[src/logic/twr_pkg.sv]
// Package of constants and types for the two-wire random read slave
package twr_pkg;
    // ==========================================================
    // Address byte layout
    // Device identifier nibble; value arbitrary
    localparam logic [3:0] DEVICE_ID = 4'hA;
    localparam int ID_HI = 7;
    localparam int ID_LO = 4;
    localparam int SEL_HI = 3;
    localparam int SEL_LO = 1;
    localparam int RW_BIT = 0;
    localparam logic [2:0] SEL_A = 3'h0;
    localparam logic [2:0] SEL_B = 3'h1;
    // ==========================================================
    // Storage and byte framing
    localparam int DATA_W = 8;
    localparam int WORDS = 8;
    localparam int WADDR_W = 3;
    localparam logic [2:0] BIT_LAST = 3'h7;
    localparam logic [7:0] STORE_RESET = 8'h00;
    // ==========================================================
    // Memory write port carrier
    typedef struct packed {
        logic en;
        logic [2:0] addr;
        logic [7:0] data;
    } mem_wr_s;
endpackage

[src/logic/two_wire_random_read_slave.sv]
// Two-wire slave: dummy write, repeated start random read, set address
`timescale 1ns/100ps
`default_nettype none
// ==========================================================
// Overview of operation
// - Device acknowledges a matching address byte and one word address byte; a second gets none.
// - Device acknowledges, then shifts out the addressed byte, MSB first.
// - Stop after word address loads address counter; no data moves.
// - After that stop the device idles until a new start.
// - Next current-address read returns data at the loaded address.
// - First byte holds identifier in upper half, select bits in lower.
// - Device answers to either of two select values.
// - Mismatched address byte gets no acknowledge; rest ignored.
// - After eight bits transmitter releases; receiver pulls low ninth clock.
module two_wire_random_read_slave #(
    parameter int WORDS = twr_pkg::WORDS
) (
    // Clock and reset
    input wire logic clock,
    input wire logic reset,
    // Serial bus pins
    input wire logic scl_in,
    input wire logic sda_in,
    output logic sda_out,
    output logic sda_oe,
    // Storage load port
    input wire twr_pkg::mem_wr_s mem_wr,
    // Status
    output logic [2:0] addr_counter,
    output logic standby
);
    typedef enum logic [6:0] {
        ST_IDLE  = 7'h01,
        ST_DEV   = 7'h02,
        ST_ACK   = 7'h04,
        ST_WADDR = 7'h08,
        ST_TX    = 7'h10,
        ST_RACK  = 7'h20,
        ST_IGN   = 7'h40
    } state_e;

    // ==========================================================
    // Pin synchronisers, three stages each
    logic [2:0] scl_sync_reg;
    logic [2:0] sda_sync_reg;
    logic scl_reg;
    logic sda_reg;
    always_ff @(posedge clock) begin
        if (reset) begin
            scl_sync_reg <= 3'h7;
            sda_sync_reg <= 3'h7;
        end else begin
            scl_sync_reg <= {scl_sync_reg[1:0], scl_in};
            sda_sync_reg <= {sda_sync_reg[1:0], sda_in};
        end
    end

    // Filtered levels change only when stages two and three agree
    always_ff @(posedge clock) begin
        if (reset) begin
            scl_reg <= 1'b1;
            sda_reg <= 1'b1;
        end else begin
            if (scl_sync_reg[1] == scl_sync_reg[2]) begin
                scl_reg <= scl_sync_reg[2];
            end
            if (sda_sync_reg[1] == sda_sync_reg[2]) begin
                sda_reg <= sda_sync_reg[2];
            end
        end
    end

    logic scl_q;
    logic sda_q;
    always_ff @(posedge clock) begin
        if (reset) begin
            scl_q <= 1'b1;
            sda_q <= 1'b1;
        end else begin
            scl_q <= scl_reg;
            sda_q <= sda_reg;
        end
    end

    logic scl_rise;
    logic scl_fall;
    logic start_det;
    logic stop_det;
    assign scl_rise = scl_reg & ~scl_q;
    assign scl_fall = ~scl_reg & scl_q;
    assign start_det = scl_reg & scl_q & sda_q & ~sda_reg;
    assign stop_det = scl_reg & scl_q & ~sda_q & sda_reg;

    // Address byte match on identifier and either select value
    function automatic logic addr_match(input logic [7:0] b);
        logic [2:0] sel;
        sel = b[twr_pkg::SEL_HI:twr_pkg::SEL_LO];
        addr_match = (b[twr_pkg::ID_HI:twr_pkg::ID_LO] == twr_pkg::DEVICE_ID)
            && (sel == twr_pkg::SEL_A || sel == twr_pkg::SEL_B);
    endfunction

    // ==========================================================
    // Storage array, loaded by the write path elsewhere in the device
    logic [7:0] mem [WORDS];
    always_ff @(posedge clock) begin
        if (reset) begin
            for (int i = 0; i < WORDS; i++) begin
                mem[i] <= twr_pkg::STORE_RESET;
            end
        end else if (mem_wr.en) begin
            mem[mem_wr.addr] <= mem_wr.data;
        end
    end

    // ==========================================================
    // Byte engine
    state_e state_reg;
    logic [2:0] bit_reg;
    logic [7:0] shift_reg;
    logic read_reg;
    logic waddr_ok_reg;
    logic [2:0] waddr_reg;
    logic [2:0] counter_reg;
    logic ack_drive_reg;
    logic byte_full_reg;

    always_ff @(posedge clock) begin
        if (reset) begin
            state_reg <= ST_IDLE;
            bit_reg <= 3'h0;
            shift_reg <= 8'h00;
            read_reg <= 1'b0;
            waddr_ok_reg <= 1'b0;
            waddr_reg <= 3'h0;
            counter_reg <= 3'h0;
            ack_drive_reg <= 1'b0;
            byte_full_reg <= 1'b0;
        end else if (start_det) begin
            // Repeated start keeps the captured word address
            state_reg <= ST_DEV;
            bit_reg <= 3'h0;
            byte_full_reg <= 1'b0;
            ack_drive_reg <= 1'b0;
        end else if (stop_det) begin
            if (waddr_ok_reg) begin
                counter_reg <= waddr_reg;
            end
            waddr_ok_reg <= 1'b0;
            ack_drive_reg <= 1'b0;
            state_reg <= ST_IDLE;
        end else begin
            case (state_reg)
                ST_IDLE, ST_IGN: begin
                    ack_drive_reg <= 1'b0;
                end
                ST_DEV, ST_WADDR: begin
                    // Count rises: the fall that ends a start is no bit
                    if (scl_rise) begin
                        shift_reg <= {shift_reg[6:0], sda_reg};
                        bit_reg <= bit_reg + 3'h1;
                        byte_full_reg <= (bit_reg == twr_pkg::BIT_LAST);
                    end
                    if (scl_fall && byte_full_reg) begin
                        byte_full_reg <= 1'b0;
                        if (state_reg == ST_WADDR) begin
                            waddr_reg <= shift_reg[2:0];
                            waddr_ok_reg <= 1'b1;
                            read_reg <= 1'b0;
                            ack_drive_reg <= 1'b1;
                            state_reg <= ST_ACK;
                        end else if (addr_match(shift_reg)) begin
                            read_reg <= shift_reg[twr_pkg::RW_BIT];
                            waddr_ok_reg <= 1'b0;
                            ack_drive_reg <= 1'b1;
                            state_reg <= ST_ACK;
                        end else begin
                            state_reg <= ST_IGN;
                        end
                    end
                end
                ST_ACK: begin
                    if (scl_fall) begin
                        if (read_reg) begin
                            // Read from counter, set by dummy write or set
                            shift_reg <= mem[counter_reg];
                            ack_drive_reg <= ~mem[counter_reg][7];
                            state_reg <= ST_TX;
                        end else if (waddr_ok_reg) begin
                            // Only one word address byte; wait for Sr/P
                            counter_reg <= waddr_reg;
                            ack_drive_reg <= 1'b0;
                            state_reg <= ST_IGN;
                        end else begin
                            ack_drive_reg <= 1'b0;
                            state_reg <= ST_WADDR;
                        end
                    end
                end
                ST_TX: begin
                    if (scl_fall) begin
                        if (bit_reg == twr_pkg::BIT_LAST) begin
                            bit_reg <= 3'h0;
                            ack_drive_reg <= 1'b0;
                            state_reg <= ST_RACK;
                        end else begin
                            bit_reg <= bit_reg + 3'h1;
                            ack_drive_reg <= ~shift_reg[6];
                            shift_reg <= {shift_reg[6:0], 1'b0};
                        end
                    end
                end
                ST_RACK: begin
                    ack_drive_reg <= 1'b0;
                    if (scl_fall) begin
                        // Controller ends with no acknowledge and stop
                        state_reg <= ST_IGN;
                    end
                end
                default: begin
                    state_reg <= ST_IDLE;
                end
            endcase
        end
    end

    // ==========================================================
    // Open-drain output: only ever pulls low
    always_ff @(posedge clock) begin
        if (reset) begin
            sda_oe <= 1'b0;
            sda_out <= 1'b0;
            standby <= 1'b1;
            addr_counter <= 3'h0;
        end else begin
            sda_oe <= ack_drive_reg;
            sda_out <= 1'b0;
            standby <= (state_reg == ST_IDLE);
            addr_counter <= counter_reg;
        end
    end
endmodule
`default_nettype wire

[config.mk]
export PLATFORM = sky130hd
export DESIGN_NAME = two_wire_random_read_slave
export DESIGN_NICKNAME = d
export VERILOG_FILES = /design/src/logic/twr_pkg.sv /design/src/logic/two_wire_random_read_slave.sv
export SDC_FILE = /design/constraint.sdc
export NUM_CORES = 1
export LEC_CHECK = 0
export BUFFER_PORTS_ARGS = -buffer_cell sky130_fd_sc_hd__buf_2
export CAP_MARGIN = 40
export CORE_MARGIN = 8
export CORE_UTILIZATION = 60
export DETAILED_ROUTE_END_ITERATION = 10
export GPL_TIMING_DRIVEN = 0
export PLACE_DENSITY_LB_ADDON = 0.25
export SETUP_SLACK_MARGIN = 0.3
export SLEW_MARGIN = 30
export SYNTH_ARGS = -nofsm -noshare
export SYNTH_HDL_FRONTEND = slang
export SYNTH_SLANG_ARGS = --single-unit
[constraint.sdc]
create_clock -name clock -period 2.35 [get_ports clock]
set_clock_uncertainty 0.15 [all_clocks]
set_input_delay 0.1175 -clock clock [delete_from_list [all_inputs] [get_ports clock]]
set_output_delay 0.1175 -clock clock [all_outputs]
set_load 0.03 [all_outputs]
# Yosys cells after proc, flatten, opt, wreduce, memory -nomap -nowiden

Memories as Yosys holds them, arrays and structs flattened. A register that Yosys moved wholly into a read port is not among the register bits.
Cells that the tools add are included.

Input port bits: 16
Word-level logic and storage cells: 149
Memories kept: 1
Memory bits (writable): 64
Bits in registers: 43
Output and inout bits: 6

Reductions and logical operators: 30
Bitwise gates (word level): 16
Eq/ne operators: 28
Multiplexer cells: 54
Add/subtract/negate cells: 1

Memory list:

| name | depth | bits a word | read ports | clocked after Yosys merged registers in | write ports | RTL line                          | source |
|---|---|---|---|---|---|---|---|
| mem  | 8     | 8           | 1          | 1                                       | 8           | two_wire_random_read_slave.sv:104 | `logic [7:0] mem [WORDS];` |

Operators by type and width:

| operator                                      | number |
|---|---|
| 2-to-1 mux 7 bit                              | 9 |
| 2-to-1 mux 8 bit                              | 6 |
| case mux 7 bit (5 select lines)               | 1 |
| 2-to-1 mux 3 bit                              | 11 |
| case mux 8 bit (3 select lines)               | 1 |
| 2-to-1 mux 1 bit                              | 22 |
| inequality test 4 bit, second input constant  | 5 |
| inequality test 2 bit, second input constant  | 9 |
| AND reduction 5 bit                           | 3 |
| nonzero test 2 bit                            | 7 |
| AND reduction 4 bit                           | 3 |
| AND reduction 6 bit                           | 2 |
| inverter 1 bit                                | 9 |
| AND reduction 8 bit                           | 1 |
| OR reduction 8 bit                            | 1 |
| AND 1 bit                                     | 7 |
| == test 7 x 1 -> 1 bit, second input constant | 1 |
| == test 7 x 2 -> 1 bit, second input constant | 1 |
| == test 7 x 3 -> 1 bit, second input constant | 1 |
| == test 7 x 4 -> 1 bit, second input constant | 1 |
| == test 7 x 5 -> 1 bit, second input constant | 1 |
| == test 7 x 6 -> 1 bit, second input constant | 1 |
| == test 7 bit, second input constant          | 1 |
| inequality test 3 bit, second input constant  | 2 |
| other kinds (16)                              | 23 |

# Longest topological paths before layout

Gate-level depths: netlist of the first run.

Word-level depth: 9
Gate-level depth with buffers: 7
Mapped depth without buffers: 6

# Worst setup path after synthesis of the first run

No wires, ideal clock.

Path kind: reg2reg
From: register bit_reg[0]
To: register shift_reg[1]
Arrival: 1801 ps
Buffers on the path: 1
Period minus slack after synthesis: 2072 ps
Stages on the path, launching flop included: 8
Library setup time: 121 ps
Data required time: 2079 ps
Slack: 278 ps
Cell sequence: dfxtp_1 -> ha_1 -> ha_1 -> a221oi_1 -> o211ai_2 -> or2_1 -> buf_6 -> mux2_4

Word-level cells in the longest chain between the ends: 3

Ends and longest elaborated chain:

| what                            | RTL line                          | source |
|---|---|---|
| from (decl)                     | two_wire_random_read_slave.sv:118 | `logic [2:0] bit_reg;` |
| from (signal assigned)          | two_wire_random_read_slave.sv:160 | `bit_reg <= bit_reg + 3'h1;` |
| from (signal assigned)          | two_wire_random_read_slave.sv:206 | `bit_reg <= bit_reg + 3'h1;` |
| == test 3 bit                   | two_wire_random_read_slave.sv:201 | `if (bit_reg == twr_pkg::BIT_LAST) begin` |
| inequality test 2 bit (no line) | -                                 |  |
| AND reduction 8 bit (no line)   | -                                 |  |
| to (signal assigned)            | two_wire_random_read_slave.sv:159 | `shift_reg <= {shift_reg[6:0], sda_reg};` |
| to (signal assigned)            | two_wire_random_read_slave.sv:185 | `shift_reg <= mem[counter_reg];` |
| to (signal assigned)            | two_wire_random_read_slave.sv:208 | `shift_reg <= {shift_reg[6:0], 1'b0};` |
| to (decl)                       | two_wire_random_read_slave.sv:119 | `logic [7:0] shift_reg;` |

No other way between the ends.
A chain may end at the register's enable or synchronous reset.

# Worst setup path in the final report of the first run

From: register state_reg[5]
To: register shift_reg[5]

Word-level cells in the longest chain between the ends: 4
Elaborated cells between the ends (all ways): 13
Those cells by class: 9 x eq/ne; 1 x mux; 3 x reduce/logical

Ends and longest elaborated chain:

| what                                                                         | RTL line                          | source |
|---|---|---|
| from (decl)                                                                  | two_wire_random_read_slave.sv:117 | `state_e state_reg;` |
| from (signal assigned)                                                       | two_wire_random_read_slave.sv:129 | `state_reg <= ST_IDLE;` |
| from (signal assigned)                                                       | two_wire_random_read_slave.sv:140 | `state_reg <= ST_DEV;` |
| from (signal assigned)                                                       | two_wire_random_read_slave.sv:150 | `state_reg <= ST_IDLE;` |
| == test 7 x 4 -> 1 bit / == test 7 x 2 -> 1 bit (equally long branches)      | two_wire_random_read_slave.sv:152 | `case (state_reg)` |
| OR reduction 2 bit                                                           | two_wire_random_read_slave.sv:152 |  |
| inequality test 2 bit (no line) / nonzero test 3 bit (equally long branches) | -                                 |  |
| AND reduction 8 bit (no line)                                                | -                                 |  |

Several ways; a longest one is shown, not always the timed one.

==> results of run 1 <==
-- logic make-up after synthesis --
family                   after synthesis
AO/OA/AOI/OAI                         52
XOR/XNOR                               4
adder cells (fa/ha/maj)                2
buffers and inverters                 31
flip-flops                           110
multiplexers                          40
other                                  1
AND/OR/NAND/NOR                      183
-- how the worst max path moves through the flow --
stage / end / slack, ns / cells past startpoint
detailed placement: shift_reg[5] / 0.01 / 6
global route: shift_reg[1] / 0.22 / 7
floorplan: shift_reg[1] / 0.32 / 7
global placement: mem[2][3] / -0.001 / 3
CTS: shift_reg[5] / 0.26 / 7
finish: shift_reg[5] / 0.28 / 7
-- cell type report --
type | instances | area (um^2)
Fill cell | 593 | 2510
Multi-Input combinational cell | 282 | 2310
Tap cell | 108 | 135
Inverter | 6 | 22.5
Clock inverter | 7 | 128
Sequential cell | 110 | 2850
Buffer | 25 | 220
Timing Repair Buffer | 42 | 290
Clock buffer | 9 | 124
-- metrics by stage --
step	setup WS, ns	power, mW	setup TNS, ns	hold WS (ns)	area (um^2)
6_report	0.280	3.70	0	0.127	6080
4_1_cts	0.264	3.71	0	0.135	5980
3_3_place_gp	-0.00137	2.32	-0.00946	0.150	5480
2_1_floorplan	0.324	2.26	0	0.0713	5250
5_1_grt	0.220	3.80	0	0.128	6080
3_5_place_dp	0.0140	2.33	0	0.152	5490
-- routing by layer --
metal,share of wire,up-vias,wire length [um]
met4,0.019,0,208
met5,0,-,0
li1,-,1653,-
met3,0.034,16,380
met1,0.41,1682,4630
met2,0.53,77,5990
-- cell usage in the layout (no fill, tap or decap), drive strengths merged, types with 3 or more instances in the layout --
cell | Yosys | final
or4 | 3 | 3
buf | 18 | 46
o21ai | 10 | 10
bufinv | 0 | 3
xor2 | 3 | 3
nor4 | 3 | 3
o211ai | 4 | 4
mux2 | 10 | 10
clkbuf | 7 | 20
dlygate4sd3 | 0 | 10
nand2b | 4 | 4
nor2 | 27 | 27
nand4 | 3 | 3
nand2 | 5 | 5
and2 | 66 | 66
o21bai | 3 | 3
nor3 | 9 | 9
nor2b | 14 | 14
or2 | 21 | 21
a211oi | 8 | 8
inv | 6 | 8
mux2i | 14 | 14
or3 | 4 | 4
nand3b | 4 | 4
nand3 | 7 | 7
mux4 | 16 | 16
edfxtp | 64 | 64
nand4b | 3 | 3
and3 | 3 | 3
dfxtp | 46 | 46
and4b | 3 | 3
a21oi | 11 | 11
-- worst max-delay path, delay by kind of cell, from the launching register on --
kind,cells,cell delay (ns)
compound gates,1,0.14
buf+inv,2,0.27
flops,1,0.34
mux,1,0.30
simple gates,3,0.75
-- report_power, final --
group          internal [mW]  leakage (nW)  switching (mW)
Combinational         0.0771          1.09           0.103
Clock                  0.724         0.126           0.670
Sequential              2.11         0.987          0.0197
Total                   2.91          2.20           0.793
-- repair_timing --
item / 4_1_cts / 5_1_grt
hold buffers: 10 / 0
setup buffers: 6 / 3
hold endpoints to repair: 55 / 0
endpoints found under the setup margin: 10 / 26
resized for setup: 23 / 15
pin swaps: 5 / 6
==> results.md, run 1 <==
* Leakage at 2.20 nW
* FF-to-FF End: shift_reg[5]
* Inserted Clock Buffers at 9
* Min Tclk post-route at 2.07 ns
* Hold path depth at 3
* RePlAce Congestion at 0.890
* Number of max-cap violations at 0
* Compound-gate portion of the synthesized area at 0.0697
* Post-placement cell count at 551
* Post-Syn Instances at 423
* CP cell instances: buf_6, or3_4, nor3_4, o211ai_2, or2_1, buf_6, mux2_4
* Row count at 34
* Layout Area Growth over Synthesis at 15.9%
* Met1 Use GR at 0.227
* Post-synthesis adder-cell area fraction at 0.00477
* Clk slew on worst S/H paths at 0.12 ns
* R2r setup slk at 0.28 ns
* Primary FF master, synth: edfxtp_1
* Pwr dens at 609 mW/mm^2
* Mapped Area at 0.00525 mm^2
* Crit Path Max Fanout at 7
* Initial Utilization at 0.610
* Status: finished, final reports clean
* Ranking of synthesized cells by area: edfxtp_1, dfxtp_1, and2_1
* WL final at 11.2 mm
* Worst endpoint required time at 2.45 ns
* Via/cell ratio at 5.82
* Slew Limit Fails at 0
* First-pass GRT wire length at 17.7 mm
* Port Buffers at 19
* Die Y at 109 um
* Crit Path Class: flip-flop to flip-flop
* TritonRoute pass-1 iters at 4
* Tcrit/Tclk final at 0.881
* Layout Nets at 494
* Final Hold Fails at 0
* Hold worst-path end: mem[3][5]
* Relative slew slack at 0.512
* Gr busiest metal: met2
* Vias post-DR at 3428
* Synth warn at 0
* Post-Syn Area per Cell at 12.4 um^2
* Setup crit end kind: flip-flop
* Iter 0 DRT Violations at 139
* VDD IR-drop max at 0.544 mV
* EDFF count, synth at 64
* Synth Net Count at 441
* WL/cell at 19.0 um
* CORE AREA at 0.00859 mm^2
* GR Util met2 at 0.356
* Met3 Resource Use GR at 0.0358
* Multiplexer area fraction after synthesis at 0.121
* Detailed placer's ending HPWL at 7.51 mm
* Worst hold start: mem_wr[10]
* Die ar. at 0.0120 mm^2
* Cell mode on critical path: buf_6
* Sequential-to-total area share from yosys stat at 0.542
* Root Buffer: clkbuf_8
* RSZ-0062 raised after global routing: true
* Synth unique cells at 65
* Largest net degree at the start of global routing at 20
* Most numerous cell in the Yosys netlist: and2_1
* Routed Antenna Nets at 0
* Synth Area in Simple Gates at 0.215
* Initial antenna violation count at 0
* Skew-Pair Late Insertion Delay at 0.37 ns
* CTS H-tree depth at 3
* R2R cell count at 7
* Reg2reg start: state_reg[5]
* Antenna fix cells at 0
* Worst EP arrival at 2.17 ns
* Final setup vio count at 0
* Cell taking the most area after synthesis: edfxtp_1
* Crit-path slowest cell: or3_4
* CP peak stage delay at 0.39 ns
* Gr usage total at 0.195
* XOR/XNOR Fraction of Synth Area at 0.00668
* Startpoint Class: flip-flop
* Io pins at 22
* F_max at 0.483 GHz
* Layout cells sized above 1 at 0.287
* Largest family of logic cells by synthesized area: simple AND/OR/NAND/NOR gates
* Synth Register Bits at 110
* Worst min path class: input pin to flip-flop
* Vias in the first global route at 3461
* Async SR Flop Fraction at 0
* Total gr overflow at 0
* Worst-Margin Slew at 0.732 ns
* Post-route DRC at 0
* Crit. Startpoint: state_reg[5]
* TritonCTS clock tree: yes
* Clk sinks at 110
* Fin util at 0.708
* Die W at 109 um
* Maximum root-to-sink buffer count at 2
* Max FFs per register at 64
* Synth cell count leaders: and2_1, edfxtp_1, dfxtp_1
* Post-route insts no fill at 589
* Top cell type's share of synthesized area at 0.366
Power figures use the tool's default switching activity.
==> inputs of run 2 (changes only) <==
Settings changed: CORE_UTILIZATION 60 to 44.
==> run 2 against run 1 <==
  * Register-to-register slack about the same
  * Hold slack got worse by 0.12 ns
  * Sequential cell count unchanged
  * Final cell count increased by 5.6%
  * Sequential power about the same
  * Highest routed layer unchanged
  * Non-clock buffer count decreased by 6
  * First-iteration DRC count increased by 70%
==> results.md, run 2 (same netlist as run 1, synthesis figures left out) <==
* Number of max-cap violations at 0
* CP cell instances: buf_6, nor3b_1, a221oi_4, o211ai_2, or2_1, buf_6, mux2_4
* Worst EP arrival at 2.14 ns
* Root Buffer: clkbuf_16
* Hold path depth at 2
* Initial Utilization at 0.444
* Initial antenna violation count at 0
* Register area at 0.00285 mm^2
* First-pass GRT wire length at 17.5 mm
* Gr busiest metal: met2
* Placed cell areas at 0.00555 mm^2
* F_max at 0.485 GHz
* Vias in the first global route at 3450
* Met3 Resource Use GR at 0.0289
* Row count at 40
* CP Depth at 7
* Pwr dens at 613 mW/mm^2
* Cell family with most CP delay: simple AND/OR/NAND/NOR gates
* Antenna fix cells at 0
* Max FFs per register at 64
* Cell mode on critical path: buf_6
* Crit-path slowest cell: nor3b_1
* TritonCTS clock tree: yes
* Io pins at 22
* CP peak stage delay at 0.42 ns
* Startpoint Class: flip-flop
* Design area at 0.00609 mm^2
* Layout Nets at 488
* VDD IR-drop max at 0.387 mV
* Port Buffers at 19
* Tcrit/Tclk final at 0.877
* Die Y at 125 um
* Worst endpoint required time at 2.43 ns
* Layout cells sized above 1 at 0.303
* Via/cell ratio at 5.47
* Vias post-DR at 3404
* Inserted Clock Buffers at 9
* Worst min path class: input pin to flip-flop
* Largest net degree at the start of global routing at 20
* Min Tclk post-route at 2.06 ns
* Status: finished, final reports clean
* GR Util met2 at 0.261
* Worst-Margin Slew at 0.580 ns
* WL final at 11.0 mm
* Commonest non-fill, non-tap cell in the layout: and2_1
* Leakage at 2.19 nW
* Final Hold Fails at 0
* Layout Area Growth over Synthesis at 16.1%
* Met1 Use GR at 0.159
* Die W at 125 um
* Detailed placer's ending HPWL at 7.69 mm
* Setup crit end kind: flip-flop
* CORE AREA at 0.0118 mm^2
* Crit Path Class: flip-flop to flip-flop
* WL/cell at 17.6 um
* Most frequent cells in the layout: and2_1, edfxtp_1, dfxtp_1
* Multi-input logic area at 0.00232 mm^2
* R2R cell count at 7
* # fillers at 1063
* Clk sinks at 110
* Clk slew on worst S/H paths at 0.08 ns
* Iter 0 DRT Violations at 236
* Post-placement cell count at 592
* Post-route insts no fill at 622
* TritonRoute pass-1 iters at 4
* Relative slew slack at 0.610
* Total gr overflow at 0
* Final setup vio count at 0
* Slew Limit Fails at 0
* Gr usage total at 0.141
* CTS H-tree depth at 3
* Die ar. at 0.0157 mm^2
* Maximum root-to-sink buffer count at 2
* Crit Path Max Fanout at 10
* CP bufs+invs at 2
* RePlAce Congestion at 0.860
* Routed Antenna Nets at 0
* RSZ-0062 raised after global routing: true
* Post-route DRC at 0
* Skew-Pair Late Insertion Delay at 0.34 ns
## run 2: cell types whose count changed in the layout (fill, tap and decap cells not counted), moves of 2 or more
cell           delta
clkbuf_16         +9
clkinvlp_4        +2
clkbuf_8          -9
buf_2             +4
mux2i_2           +2
bufinv_16         -3
dlygate4sd3_1     -8
## run 2: layer usage
layer  vias up  part of all wire
li1       1644                 -
met1      1658              0.41
met2        80              0.53
met3        22             0.040
met4         0             0.022
met5         -                 0
## run 2: final cells by class
cell class	count	area share
well taps	147	0.0302
plain buffers	25	0.0366
flip-flops and latches	110	0.468
repair buffers	36	0.0349
inverters	6	0.00370
clock buffers	9	0.0370
clock inverters	7	0.00945
multi-input cells	282	0.380
## run 2: worst reg2reg max path, cell delays in order (launching register included)
cell	delay (ns)
dfxtp_1	0.33
buf_6	0.17
nor3b_1	0.42
a221oi_4	0.06
o211ai_2	0.22
or2_1	0.15
buf_6	0.15
mux2_4	0.30
## run 2: what timing repair did
action	CTS	global route
pin swaps	5	8
resized for setup	22	18
buffers inserted	3	6
endpoints found under the hold margin	2	0
setup endpoints to repair	11	24
cloned	0	1
hold buffers	2	0
## run 2: final timing paths
| path | start | endpoint | slack [ns] |
|---|---|---|---|
| max | state_reg[2] | shift_reg[3] | 0.29 |
| min | mem_wr[2] | mem[5][2] | 0.006 |
| max reg2reg | state_reg[2] | shift_reg[3] | 0.29 |
| min reg2reg | scl_sync_reg[0] | scl_sync_reg[1] | 0.27 |
## run 2: stage by stage
step,setup TNS [ns],utilization,hold WS (ns),setup slack [ns],total power [mW]
after floorplan,0,-,0.0713,0.324,2.26
after global placement,-0.216,0.468,0.156,-0.0271,2.33
after detailed placement,0,0.470,0.160,0.0675,2.34
after CTS,0,0.505,0.00301,0.293,3.76
after global routing,0,0.516,0.0112,0.235,3.85
final,0,0.516,0.00575,0.290,3.73
## run 2: power breakdown
group	internal, mW	total, mW	switching [mW]
Clock	0.733	1.44	0.708
Sequential	2.11	2.13	0.0185
Combinational	0.0676	0.168	0.100
Total	2.91	3.73	0.826
